[src/verilog/uef_pkg.sv]
package uef_pkg;
  // ----------------------------------------
  // register byte offsets
  // ----------------------------------------
  localparam logic [7:0] OFS_FLAGS = 8'h00;
  localparam logic [7:0] OFS_INT_EN = 8'h04;
  localparam logic [7:0] OFS_STATUS = 8'h08;
  localparam logic [7:0] OFS_ERR_EN = 8'h0C;
  localparam logic [7:0] OFS_CTRL = 8'h10;
  // ----------------------------------------
  // flag bit positions
  // ----------------------------------------
  localparam int BIT_BUSRST = 0;
  localparam int BIT_ERR = 1;
  localparam int BIT_SOF = 2;
  localparam int BIT_TRN = 3;
  localparam int BIT_IDLE = 4;
  localparam int BIT_RESUME = 5;
  localparam int BIT_ATTACH = 6;
  localparam int BIT_STALL = 7;
  localparam int CTRL_HOST = 0;
  // ----------------------------------------
  // status fields
  // ----------------------------------------
  localparam int ST_PINGPONG_BANK_INDICATOR = 2;
  localparam int ST_DIR = 3;
  localparam int ST_EP_LO = 4;
  localparam int ST_W = 6;
  localparam int QDEPTH = 4;
  localparam logic [7:0] FLAGS_RST = 8'h00;
  localparam logic [7:0] INT_EN_RST = 8'h00;
  localparam logic [7:0] ERR_EN_RST = 8'h00;
  // ----------------------------------------
  // timing
  // ----------------------------------------
  localparam int CLK_MHZ = 200;
  localparam real QUIET_US = 2.5;
  localparam real K_US = 2.5;
  localparam int IDLE_MS = 3;
  localparam int QUIET_CYC = int'($ceil(QUIET_US * CLK_MHZ));
  localparam int K_CYC = int'($ceil(K_US * CLK_MHZ));
  localparam int IDLE_CYC = IDLE_MS * 1000 * CLK_MHZ;
  localparam int CNT_W = 20;
endpackage : uef_pkg

[src/verilog/uef_top.sv]
// Functional notes
// - flag register bits 31..8 always read zero.
// - hardware sets flags; writing one clears a flag, zero leaves it.
// - host mode: received STALL handshake sets stall flag bit 7.
// - device mode: transmitted STALL handshake sets stall flag.
// - detected peripheral connection sets attach flag bit 6.
// - attach valid only with host enabled, 2.5 us quiet, bus not SE0.
// - K-state held 2.5 us on a data line sets resume flag bit 5.
// - idle bus for 3 ms or more sets idle flag bit 4.
// - finished token sets token-done bit 3; status shows its endpoint.
// - clearing token-done advances the transaction status queue.
// - SOF flag: device on SOF token, host on frame threshold.
// - error flag bit 1 only from errors enabled in error enable register.
// - device mode: valid USB reset sets bit 0.
// - host mode: peripheral detach sets bit 0.
// - status read-only: endpoint 7..4, direction 3, bank 2, rest zero.
// - status is head of four-entry queue, valid while token-done set.
// - direction reads one for transmit, zero for receive.
// - bank bit reads one for odd bank, zero for even.
//
// Decided for this implementation: the APB slave port and the register addresses.
module uef_top
  import uef_pkg::*;
#(
  parameter int IDLE_CYCLES = IDLE_CYC
) (
  // clock and reset
  input wire logic clk,
  input wire logic rstn,
  // apb slave
  input wire logic psel,
  input wire logic penable,
  input wire logic pwrite,
  input wire logic [7:0] paddr,
  input wire logic [31:0] pwdata,
  output logic [31:0] prdata,
  output logic pready,
  output logic pslverr,
  // serial engine events, one-cycle pulses
  input wire logic stall_rx,
  input wire logic stall_tx,
  input wire logic sof_rx,
  input wire logic sof_threshold,
  input wire logic bus_reset_det,
  input wire logic detach_det,
  input wire logic [7:0] err_events,
  input wire logic token_done,
  input wire logic [3:0] token_endpoint,
  input wire logic token_dir_tx,
  input wire logic token_odd_bank,
  // line state levels
  input wire logic line_se0,
  input wire logic line_k,
  input wire logic line_idle,
  input wire logic bus_activity,
  // interrupt request
  output logic irq
);

  // ----------------------------------------
  // register state
  // ----------------------------------------
  logic [7:0] flags_r;
  logic [7:0] flags_nxt;
  logic [7:0] int_en_r;
  logic [7:0] err_en_r;
  logic host_en_r;
  logic [31:0] prdata_r;
  logic pready_r;
  logic pslverr_r;
  logic irq_r;

  // ----------------------------------------
  // apb decode
  // ----------------------------------------
  wire access = psel & penable;
  wire done = access & pready_r;
  wire wr_done = done & pwrite;
  wire hit_flags = (paddr == OFS_FLAGS);
  wire hit_int_en = (paddr == OFS_INT_EN);
  wire hit_status = (paddr == OFS_STATUS);
  wire hit_err_en = (paddr == OFS_ERR_EN);
  wire hit_ctrl = (paddr == OFS_CTRL);
  wire mapped = hit_flags | hit_int_en | hit_status | hit_err_en | hit_ctrl;
  wire [7:0] clr_mask = (wr_done & hit_flags) ? pwdata[7:0] : 8'h00;

  // ----------------------------------------
  // transaction status queue
  // ----------------------------------------
  logic [ST_W-1:0] q_mem [QDEPTH];
  logic [1:0] q_rd_r;
  logic [1:0] q_wr_r;
  logic [2:0] q_cnt_r;
  wire q_full = (q_cnt_r == 3'(QDEPTH));
  wire q_nonempty = (q_cnt_r != 3'h0);
  // a completion when full is dropped: the engine must not outrun software
  wire q_push = token_done & ~q_full;
  wire q_pop = clr_mask[BIT_TRN] & q_nonempty;
  wire [ST_W-1:0] q_entry = {token_endpoint, token_dir_tx, token_odd_bank};
  wire [ST_W-1:0] q_head = q_mem[q_rd_r];
  wire [2:0] q_cnt_nxt = q_cnt_r + {2'h0, q_push} - {2'h0, q_pop};

  // storage left unreset so status contents are unknown after reset
  always_ff @(posedge clk) begin
    if (q_push) begin
      q_mem[q_wr_r] <= q_entry;
    end
  end

  always_ff @(posedge clk or negedge rstn) begin
    if (!rstn) begin
      q_rd_r <= 2'h0;
    end else begin
      q_rd_r <= q_rd_r + {1'b0, q_pop};
    end
  end

  always_ff @(posedge clk or negedge rstn) begin
    if (!rstn) begin
      q_wr_r <= 2'h0;
    end else begin
      q_wr_r <= q_wr_r + {1'b0, q_push};
    end
  end

  always_ff @(posedge clk or negedge rstn) begin
    if (!rstn) begin
      q_cnt_r <= 3'h0;
    end else begin
      q_cnt_r <= q_cnt_nxt;
    end
  end

  // ----------------------------------------
  // line state timers
  // ----------------------------------------
  logic [CNT_W-1:0] quiet_cnt_r;
  logic [CNT_W-1:0] k_cnt_r;
  logic [CNT_W-1:0] idle_cnt_r;
  logic attach_armed_r;
  logic k_seen_r;
  logic idle_seen_r;

  wire quiet_met = (quiet_cnt_r >= CNT_W'(QUIET_CYC));
  wire k_met = (k_cnt_r >= CNT_W'(K_CYC));
  wire idle_met = (idle_cnt_r >= CNT_W'(IDLE_CYCLES));
  wire quiet_inc = ~bus_activity & ~quiet_met;
  wire k_inc = line_k & ~k_met;
  wire idle_inc = line_idle & ~idle_met;
  // attach armed out of reset, re-armed whenever the line is seen detached (SE0)
  // activity in the sampling cycle itself already breaks the quiet stretch
  wire attach_ev = host_en_r & quiet_met & ~bus_activity & ~line_se0 & attach_armed_r;
  wire resume_ev = k_met & ~k_seen_r;
  wire idle_ev = idle_met & ~idle_seen_r;

  // quiet time before attach; any activity restarts it
  always_ff @(posedge clk or negedge rstn) begin
    if (!rstn) begin
      quiet_cnt_r <= '0;
      attach_armed_r <= 1'b1;
    end else begin
      quiet_cnt_r <= bus_activity ? '0 : quiet_cnt_r + CNT_W'(quiet_inc);
      attach_armed_r <= line_se0 | (attach_armed_r & ~attach_ev);
    end
  end

  // one event per continuous stretch; re-armed when the stretch breaks
  always_ff @(posedge clk or negedge rstn) begin
    if (!rstn) begin
      k_cnt_r <= '0;
      k_seen_r <= 1'b0;
    end else begin
      k_cnt_r <= line_k ? k_cnt_r + CNT_W'(k_inc) : '0;
      k_seen_r <= k_met;
    end
  end

  always_ff @(posedge clk or negedge rstn) begin
    if (!rstn) begin
      idle_cnt_r <= '0;
      idle_seen_r <= 1'b0;
    end else begin
      idle_cnt_r <= line_idle ? idle_cnt_r + CNT_W'(idle_inc) : '0;
      idle_seen_r <= idle_met;
    end
  end

  // ----------------------------------------
  // event sources
  // ----------------------------------------
  logic [7:0] set_mask;
  always_comb begin
    set_mask = 8'h00;
    set_mask[BIT_STALL] = host_en_r ? stall_rx : stall_tx;
    set_mask[BIT_ATTACH] = attach_ev;
    set_mask[BIT_RESUME] = resume_ev;
    set_mask[BIT_IDLE] = idle_ev;
    set_mask[BIT_SOF] = host_en_r ? sof_threshold : sof_rx;
    set_mask[BIT_ERR] = |(err_events & err_en_r);
    set_mask[BIT_BUSRST] = host_en_r ? detach_det : bus_reset_det;
  end

  // set wins over clear; token-done follows queue occupancy
  always_comb begin
    flags_nxt = (flags_r & ~clr_mask) | set_mask;
    flags_nxt[BIT_TRN] = (q_cnt_nxt != 3'h0);
  end

  // ----------------------------------------
  // software registers
  // ----------------------------------------
  always_ff @(posedge clk or negedge rstn) begin
    if (!rstn) begin
      flags_r <= FLAGS_RST;
    end else begin
      flags_r <= flags_nxt;
    end
  end

  always_ff @(posedge clk or negedge rstn) begin
    if (!rstn) begin
      int_en_r <= INT_EN_RST;
    end else if (wr_done && hit_int_en) begin
      int_en_r <= pwdata[7:0];
    end
  end

  always_ff @(posedge clk or negedge rstn) begin
    if (!rstn) begin
      err_en_r <= ERR_EN_RST;
    end else if (wr_done && hit_err_en) begin
      err_en_r <= pwdata[7:0];
    end
  end

  always_ff @(posedge clk or negedge rstn) begin
    if (!rstn) begin
      host_en_r <= 1'b0;
    end else if (wr_done && hit_ctrl) begin
      host_en_r <= pwdata[CTRL_HOST];
    end
  end

  // ----------------------------------------
  // read mux
  // ----------------------------------------
  // head is stale once the queue drains; software checks token-done first
  logic [7:0] status_rd;
  always_comb begin
    status_rd = 8'h00;
    status_rd[ST_EP_LO +: 4] = q_head[5:2];
    status_rd[ST_DIR] = q_head[1];
    status_rd[ST_PINGPONG_BANK_INDICATOR] = q_head[0];
  end
  logic [31:0] rd_mux;
  always_comb begin
    if (hit_flags) begin
      rd_mux = {24'h000000, flags_r};
    end else if (hit_int_en) begin
      rd_mux = {24'h000000, int_en_r};
    end else if (hit_status) begin
      rd_mux = {24'h000000, status_rd};
    end else if (hit_err_en) begin
      rd_mux = {24'h000000, err_en_r};
    end else if (hit_ctrl) begin
      rd_mux = {31'h00000000, host_en_r};
    end else begin
      rd_mux = 32'h00000000;
    end
  end

  // ----------------------------------------
  // apb response: one wait state, outputs from flops
  // ----------------------------------------
  wire start = access & ~pready_r;
  always_ff @(posedge clk or negedge rstn) begin
    if (!rstn) begin
      pready_r <= 1'b0;
      pslverr_r <= 1'b0;
      prdata_r <= 32'h00000000;
    end else begin
      pready_r <= start;
      pslverr_r <= start & ~mapped;
      prdata_r <= (start & ~pwrite) ? rd_mux : 32'h00000000;
    end
  end

  // ----------------------------------------
  // interrupt request
  // ----------------------------------------
  always_ff @(posedge clk or negedge rstn) begin
    if (!rstn) begin
      irq_r <= 1'b0;
    end else begin
      irq_r <= |(flags_nxt & int_en_r);
    end
  end

  assign prdata = prdata_r;
  assign pready = pready_r;
  assign pslverr = pslverr_r;
  assign irq = irq_r;

endmodule : uef_top

[config.mk]
export PLATFORM = sky130hd
export DESIGN_NAME = uef_top
export DESIGN_NICKNAME = d
export VERILOG_FILES = /design/src/verilog/uef_pkg.sv /design/src/verilog/uef_top.sv
export SDC_FILE = /design/constraint.sdc
export NUM_CORES = 1
export LEC_CHECK = 0
export BUFFER_PORTS_ARGS = -buffer_cell sky130_fd_sc_hd__buf_2
export CAP_MARGIN = 25
export CORE_MARGIN = 5
export CORE_UTILIZATION = 61
export DETAILED_ROUTE_END_ITERATION = 10
export MAX_ROUTING_LAYER = met4
export PLACE_DENSITY_LB_ADDON = 0.1
export SYNTH_ARGS = -nofsm -noshare
export SYNTH_HDL_FRONTEND = slang
export SYNTH_SLANG_ARGS = --single-unit
[constraint.sdc]
create_clock -name clk -period 5.8 [get_ports clk]
set_clock_uncertainty 0.1 [all_clocks]
set_input_delay 0.29 -clock clk [delete_from_list [all_inputs] [get_ports clk]]
set_output_delay 0.29 -clock clk [all_outputs]
set_load 0.03 [all_outputs]
======== Word level (Yosys, flattened, before mapping) ========
Memory sizes are Yosys's and may differ from the RTL's.
Cells that the tools add are included.
W data, S select, Z words.
operators by class
  reduce and logical (&&, ||, !) cells .... 8
  equality and inequality tests ........... 5
  shifts and indexed selects .............. 0
  magnitude comparators ................... 3
  div/mod/pow operators ................... 0
  bitwise gates (word level) .............. 41
  multiply operators ...................... 0
  $add $sub $neg .......................... 7
  multiplexer cells ....................... 15
operator list
  operator                number
  $mux W32                5
  $add A20 B1 Y20         3
  $mux W20                3
  $ge A20 B9 Y1 const B   2
  $and A8 B8 Y8           3
  $ge A20 B20 Y1 const B  1
  $and A1 B1 Y1           19
  $eq A8 B4 Y1 const B    2
  $reduce_or A8 Y1        2
  $not A1 Y1              12
  $eq A8 B3 Y1 const B    1
  $eq A8 B5 Y1 const B    1
  $logic_not A8 Y1        1
  $mux W8                 1
  $not A8 Y8              1
  $or A8 B8 Y8            1
  $mux W1                 6
  $reduce_bool A3 Y1      2
  $or A1 B1 Y1            5
  $add A2 B1 Y2           2
  $add A3 B1 Y3           1
  $eq A3 B3 Y1 const B    1
  $logic_and A1 B1 Y1     3
  $sub A3 B1 Y3           1
storage, ports and cells
  memory bits (writable) .................. 24
  bits of input ports ..................... 70
  bits in registers ....................... 130
  output and inout port bits .............. 35
  memory bits (read-only) ................. 0
  logic and storage cells ................. 97
  latch bits .............................. 0
  memories ................................ 1
memories
  name   words  width  rd ports  clocked after Yosys merged registers in  write ports  RTL line       source
  q_mem  4      6      1         0                                        1            uef_top.sv:90  logic [ST_W-1:0] q_mem [QDEPTH];

======== Longest topological paths before layout ========
  depth after elaboration ................. 10
  depth in mapped cells ................... 13
  gate-level depth less buffers ........... 12

======== Worst setup path after synthesis ========
OpenSTA, ideal clock, no wires.
  path kind ............................... input to register
  start ................................... input port paddr[3]
  end ..................................... register irq_r (netlist: irq)
  buffers on the path ..................... 1
  data required time ...................... 5.560 ns
  library setup time ...................... 0.140 ns
  stages on the path ...................... 13
  arrival time ............................ 3.232 ns
  setup slack ............................. 2.329 ns
  path through ............................ or4_1 > clkbuf_2 > nor3_1 > o311a_1 > xor2_1 > ha_1 > inv_1 > fa_1 > xor3_1 > or3_1 > a22o_1 > a2111oi_0 > nand3_1
between the ends
  longest elaborated chain between the ends .. 8
  elaborated cells on any way between the ends .. 11
  classes of those cells .................. add/sub: 1; mux: 1; bitwise: 6; reduce/logical: 3
ends and longest elaborated chain
  item                  RTL line        source
  from (decl)           uef_top.sv:34   input wire logic [7:0] paddr,
  $logic_not A8 Y1      uef_top.sv:79   wire hit_flags = (paddr == OFS_FLAGS);
  $and A1 B1 Y1         uef_top.sv:85   wire [7:0] clr_mask = (wr_done & hit_flags) ? pwdata[7:0] : 8'h00;
  $mux W8               uef_top.sv:85
  $and A1 B1 Y1         uef_top.sv:98   wire q_pop = clr_mask[BIT_TRN] & q_nonempty;
  $sub A3 B1 Y3         uef_top.sv:101  wire [2:0] q_cnt_nxt = q_cnt_r + {2'h0, q_push} - {2'h0, q_pop};
  net q_cnt_nxt[2]      uef_top.sv:101
  $reduce_bool A3 Y1    uef_top.sv:206  flags_nxt[BIT_TRN] = (q_cnt_nxt != 3'h0);
  net flags_nxt[3]      uef_top.sv:64   logic [7:0] flags_nxt;
  $and A8 B8 Y8         uef_top.sv:295  irq_r <= |(flags_nxt & int_en_r);
  $reduce_or A8 Y1      uef_top.sv:295
  to (signal assigned)  uef_top.sv:295
  to (decl)             uef_top.sv:71   logic irq_r;
The timed path passes the listed nets, and every way through them passes these cells.
A chain may end at the register's enable or synchronous reset.

======== Worst setup path in the final report ========
  start ................................... register pready_r (netlist: pready)
  end ..................................... register irq_r (netlist: irq)
between the ends
  longest elaborated chain between the ends .. 9
  elaborated cells on any way between the ends .. 12
  classes of those cells .................. add/sub: 1; mux: 1; bitwise: 8; reduce/logical: 2
ends and longest elaborated chain
  item                    RTL line        source
  from (decl)             uef_top.sv:69   logic pready_r;
  from (signal assigned)  uef_top.sv:282  pready_r <= start;
  $and A1 B1 Y1           uef_top.sv:77   wire done = access & pready_r;
  $and A1 B1 Y1           uef_top.sv:78   wire wr_done = done & pwrite;
  $and A1 B1 Y1           uef_top.sv:85
  $mux W8                 uef_top.sv:85
  $and A1 B1 Y1           uef_top.sv:98
  $sub A3 B1 Y3           uef_top.sv:101
  net q_cnt_nxt[2]        uef_top.sv:101
  $reduce_bool A3 Y1      uef_top.sv:206
  net flags_nxt[3]        uef_top.sv:64
  $and A8 B8 Y8           uef_top.sv:295
  $reduce_or A8 Y1        uef_top.sv:295
The timed path passes the listed nets, and every way through them passes these cells.

==> flow_summary.rst <==
.. list-table::
   :header-rows: 1

   * - Metric
     - Value
   * - Transition time of the tightest slew-check pin
     - 0.903 ns
   * - Endpoint kind of the worst setup timing path
     - flip-flop
   * - Clock tree from TritonCTS
     - built
   * - H-tree levels
     - 4
   * - Global routing usage on met1
     - 30.4%
   * - Multi-input combinational cell area
     - 0.00262 mm2
   * - Sequential standard cell area
     - approximately 0.0034 mm2
   * - Post-detailed-route wirelength per cell
     - 17.0 um
   * - Max-cap violations
     - 0
   * - Die Area
     - between 0.01 and 0.015 mm2
   * - Clock insertion delay at the later pin of the skew report
     - 0.53 ns
   * - Ratio of final minimum period to clock period
     - about 64%
   * - Worst setup path class
     - reg2reg
   * - Count of unique library cells instantiated by Yosys
     - slightly below 60
   * - Via count
     - approximately 4500
   * - Vias per cell
     - 5.68
   * - Number of DRC violations after detailed routing
     - 0
   * - Leakage power of the design
     - between 3 and 4 nW
   * - Placed instance count
     - 727
   * - CP Max Fanout
     - 6
   * - Power, Total
     - around 0.0023 W
   * - Tmin final
     - 3.74 ns
   * - Post-detail-place hpwl
     - 9000 um
   * - Filler Cell Count
     - 706
   * - Run status
     - completed
   * - Number of instances in the synthesized netlist
     - 554
   * - Main synth FF type
     - sky130_fd_sc_hd__dfrtp_1
   * - Required arrival time at the worst endpoint
     - 6.10 ns
   * - Setup repair after global routing missed its margin
     - no
   * - Pre-CTS setup slack
     - 1.69 ns
   * - First drt pass iteration count
     - 5
   * - Number of synthesized flops with an enable pin
     - 24
   * - Antenna violations before repair
     - 1
   * - Slack of the worst reg-to-reg path
     - 2.06 ns
   * - Last weighted congestion value of the routability-driven placer
     - 0.894
   * - Power per cell area
     - 309 mW/mm2
   * - Multiplexer share of the synthesized area
     - 5.77%
   * - Largest buffer count on any clock path
     - 2
   * - Num CTS Buffers
     - 17
   * - Fraction of the yosys area taken by sequential cells
     - 54.2%
   * - Least setup slack across all paths after layout
     - 2.06 ns
   * - Number of top-level pins
     - 105
   * - Die W
     - 111 um
   * - Post-CTS sizing
     - 0
   * - Number of warnings issued by yosys
     - 0
   * - Largest net degree at the start of global routing
     - 56
   * - Type of the worst min-delay path
     - in2reg
   * - CP Cell Sequence
     - nand4_1, nor3_1, o311a_1, xor2_1, ha_1, inv_1, fa_1, xor3_1, or3_1, a22o_1, a2111oi_0, nand3_1
   * - GR Layer Usage met3
     - under 10%
   * - Main combinational cell family by area after synthesis
     - simple AND/OR/NAND/NOR gates
   * - Leftover overflow at the end of global routing
     - 0
   * - Combined global-route utilization of all metal layers
     - between 20% and 30%
   * - Die height
     - 111 um
   * - Parity-gate share of the synthesized area counting xor and xnor cells
     - 7.00%
   * - Number of core rows
     - 36
   * - Number of nets with antenna violations after detailed routing
     - 0
   * - Async SR Flop Fraction
     - 81.5%
   * - Via count of the first global-routing pass
     - 4531
   * - Final wirelength
     - 13300 um
   * - Relative max-transition margin
     - 39.7%
   * - Area of the mapped netlist
     - 0.00622 mm2
   * - Data arrival at the endpoint of the critical path
     - around 4 ns
   * - Clock sink count
     - 130
   * - CTS Root Cell
     - sky130_fd_sc_hd__clkbuf_8
   * - Worst-case hold slack
     - 0.0342 ns
   * - Number of pins with negative max-slew slack in the final report
     - 0
   * - Basic-gate share of the synthesized area counting and, or, nand and nor cells
     - between 10% and 20%
   * - Max rail drop VDD
     - 0.000303 V
   * - Largest stage delay on the critical path
     - 0.51 ns
   * - Clock transition at the registers of the reported paths
     - about 0.060 ns
   * - FMAX
     - 268 MHz
   * - Fraction of final layout cells with drive strength greater than 1
     - about a fifth
   * - Sum Neg Setup Slack
     - 0 ns
   * - Mean cell area of the mapped netlist
     - around 11 um2
   * - Hold Vio Cnt, Final
     - 0
   * - Number of setup violations in the final report
     - 0
   * - Final std cells w/o fill
     - 784
   * - Slowest cell on crit path
     - sky130_fd_sc_hd__nor3_1
   * - Post-synthesis sequential element count
     - 130
   * - Share of synthesized cell area in full adder, half adder and majority cells
     - 1.93%
   * - Area Growth Syn to Fin
     - 17.8%
   * - Number of input and output port buffers inserted
     - 56
   * - Synthesized-area fraction occupied by ao, oa, aoi and oai cells
     - 7.74%
   * - Core area
     - 0.00986 mm2
   * - Launching element type of the critical path
     - flip-flop
   * - Detailed router's first-iteration violation count
     - 262
   * - Net count reported at finish
     - 716
   * - Busiest metal layer after global routing
     - met2
   * - Met2 track demand over resource in global routing
     - 36.0%
   * - First-pass GRT wire length
     - 22600 um
   * - Initial cell density of the core
     - 63.1%
-- power by group --
group	switching (W)	internal, W	total (W)
clock	0.000386	0.000646	0.00103
combinational	0.000120	0.0000851	0.000205
sequential	0.0000337	0.000998	0.00103
total	0.000539	0.00173	0.00227
-- metal layers --
metal | routed length (um) | up-vias
met3 | 676 | 23
met4 | 242 | 0
met1 | 5870 | 2211
met5 | 0 | -
met2 | 6510 | 126
li1 | - | 2096
-- flip-flops by register name (all words and copies together), names as in the netlist, 2 cells and up --
name,count
int_en_r,8
k_cnt_r,20
q_cnt_r,3
q_rd_r,2
quiet_cnt_r,20
err_en_r,8
prdata,8
q_mem,24
q_wr_r,2
flags_r,8
idle_cnt_r,20
-- area by class of cell --
type	instances	area share (%)
flip-flops and latches	130	46.0
multi-input cells	390	35.7
clock inverters	8	1.42
diodes	1	0.0341
inverters	16	0.819
clock buffers	24	6.42
well taps	133	2.27
repair buffers	82	7.30
-- final timing paths --
path / to / start / depth (start not counted)
min in group asynchronous: idle_cnt_r[5] / rstn / 2
worst min register to register: pready / pready / 1
worst min-delay path: flags_r[1] / err_events[3] / 4
worst max register to register: irq / pready / 12
max in group asynchronous: flags_r[2] / rstn / 3
worst max-delay path: irq / pready / 12
-- cells in the mapped netlist, drive strengths merged, types with 8 or more instances --
library cell	number	share of area (%)
dfrtp	105	42
nor2	49	3.0
nand2	35	2.1
xnor2	32	4.5
buf	30	3.4
edfxtp	24	12
and2	23	2.3
nand3	20	1.6
mux2	19	3.4
a21oi	16	1.3
o21ai	16	1.3
inv	15	0.90
xor2	15	2.1
or3	14	1.4
nor2b	13	1.3
nor3	13	1.2
clkbuf	11	0.68
nand4	11	1.1
and3	10	1.0
nor4	10	1.0
ha	8	1.6
-- through the flow --
step / util (%) / area (um2)
4_1_cts: 74.2 / 7320
2_1_floorplan: - / 6310
3_3_place_gp: 66.1 / 6520
3_5_place_dp: 66.1 / 6520
5_1_grt: 74.3 / 7330
6_report: 74.3 / 7330
-- repair_timing --
| action | 4_1_cts | 5_1_grt |
|---|---|---|
| setup buffers | 0 | 0 |
| endpoints found under the setup margin | 0 | 0 |
| hold endpoints to repair | 103 | 0 |
| hold buffers | 23 | 0 |
-- cells in the final DEF (no fill, tap or decap), types with 10 or more instances in the layout --
master and n:
sky130_fd_sc_hd__dfrtp_1 105, sky130_fd_sc_hd__buf_2 55, sky130_fd_sc_hd__nor2_1 49, sky130_fd_sc_hd__nand2_1 35
sky130_fd_sc_hd__xnor2_1 32, sky130_fd_sc_hd__conb_1 24, sky130_fd_sc_hd__edfxtp_1 24, sky130_fd_sc_hd__and2_1 23
sky130_fd_sc_hd__dlygate4sd3_1 23, sky130_fd_sc_hd__nand3_1 20, sky130_fd_sc_hd__mux2_2 19, sky130_fd_sc_hd__o21ai_0 16
sky130_fd_sc_hd__a21oi_1 16, sky130_fd_sc_hd__clkbuf_16 16, sky130_fd_sc_hd__xor2_1 15, sky130_fd_sc_hd__inv_1 15
sky130_fd_sc_hd__nor2b_1 13, sky130_fd_sc_hd__or3_1 13, sky130_fd_sc_hd__nor3_1 12, sky130_fd_sc_hd__nand4_1 11
sky130_fd_sc_hd__nor4_1 10
-- worst max-delay path: cells and delay by family, from the launching register on --
| family | cells | cell delay, ns |
|---|---|---|
| xor+xnor | 2 | 0.37 |
| fa+ha+maj | 2 | 0.54 |
| compound gates | 3 | 0.92 |
| buf+inv | 1 | 0.05 |
| flops | 1 | 0.39 |
| simple gates | 4 | 1.23 |
-- logic make-up (layout without fill, tap and decap cells) --
kind of cell | count (synthesis) | count (layout)
other | 1 | 25
flip-flops | 130 | 130
adder cells (fa/ha/maj) | 9 | 9
XOR/XNOR | 48 | 48
buffers and inverters | 57 | 130
AND/OR/NAND/NOR | 214 | 214
AO/OA/AOI/OAI | 69 | 69
multiplexers | 26 | 26
Power figures use the tool's default switching activity.
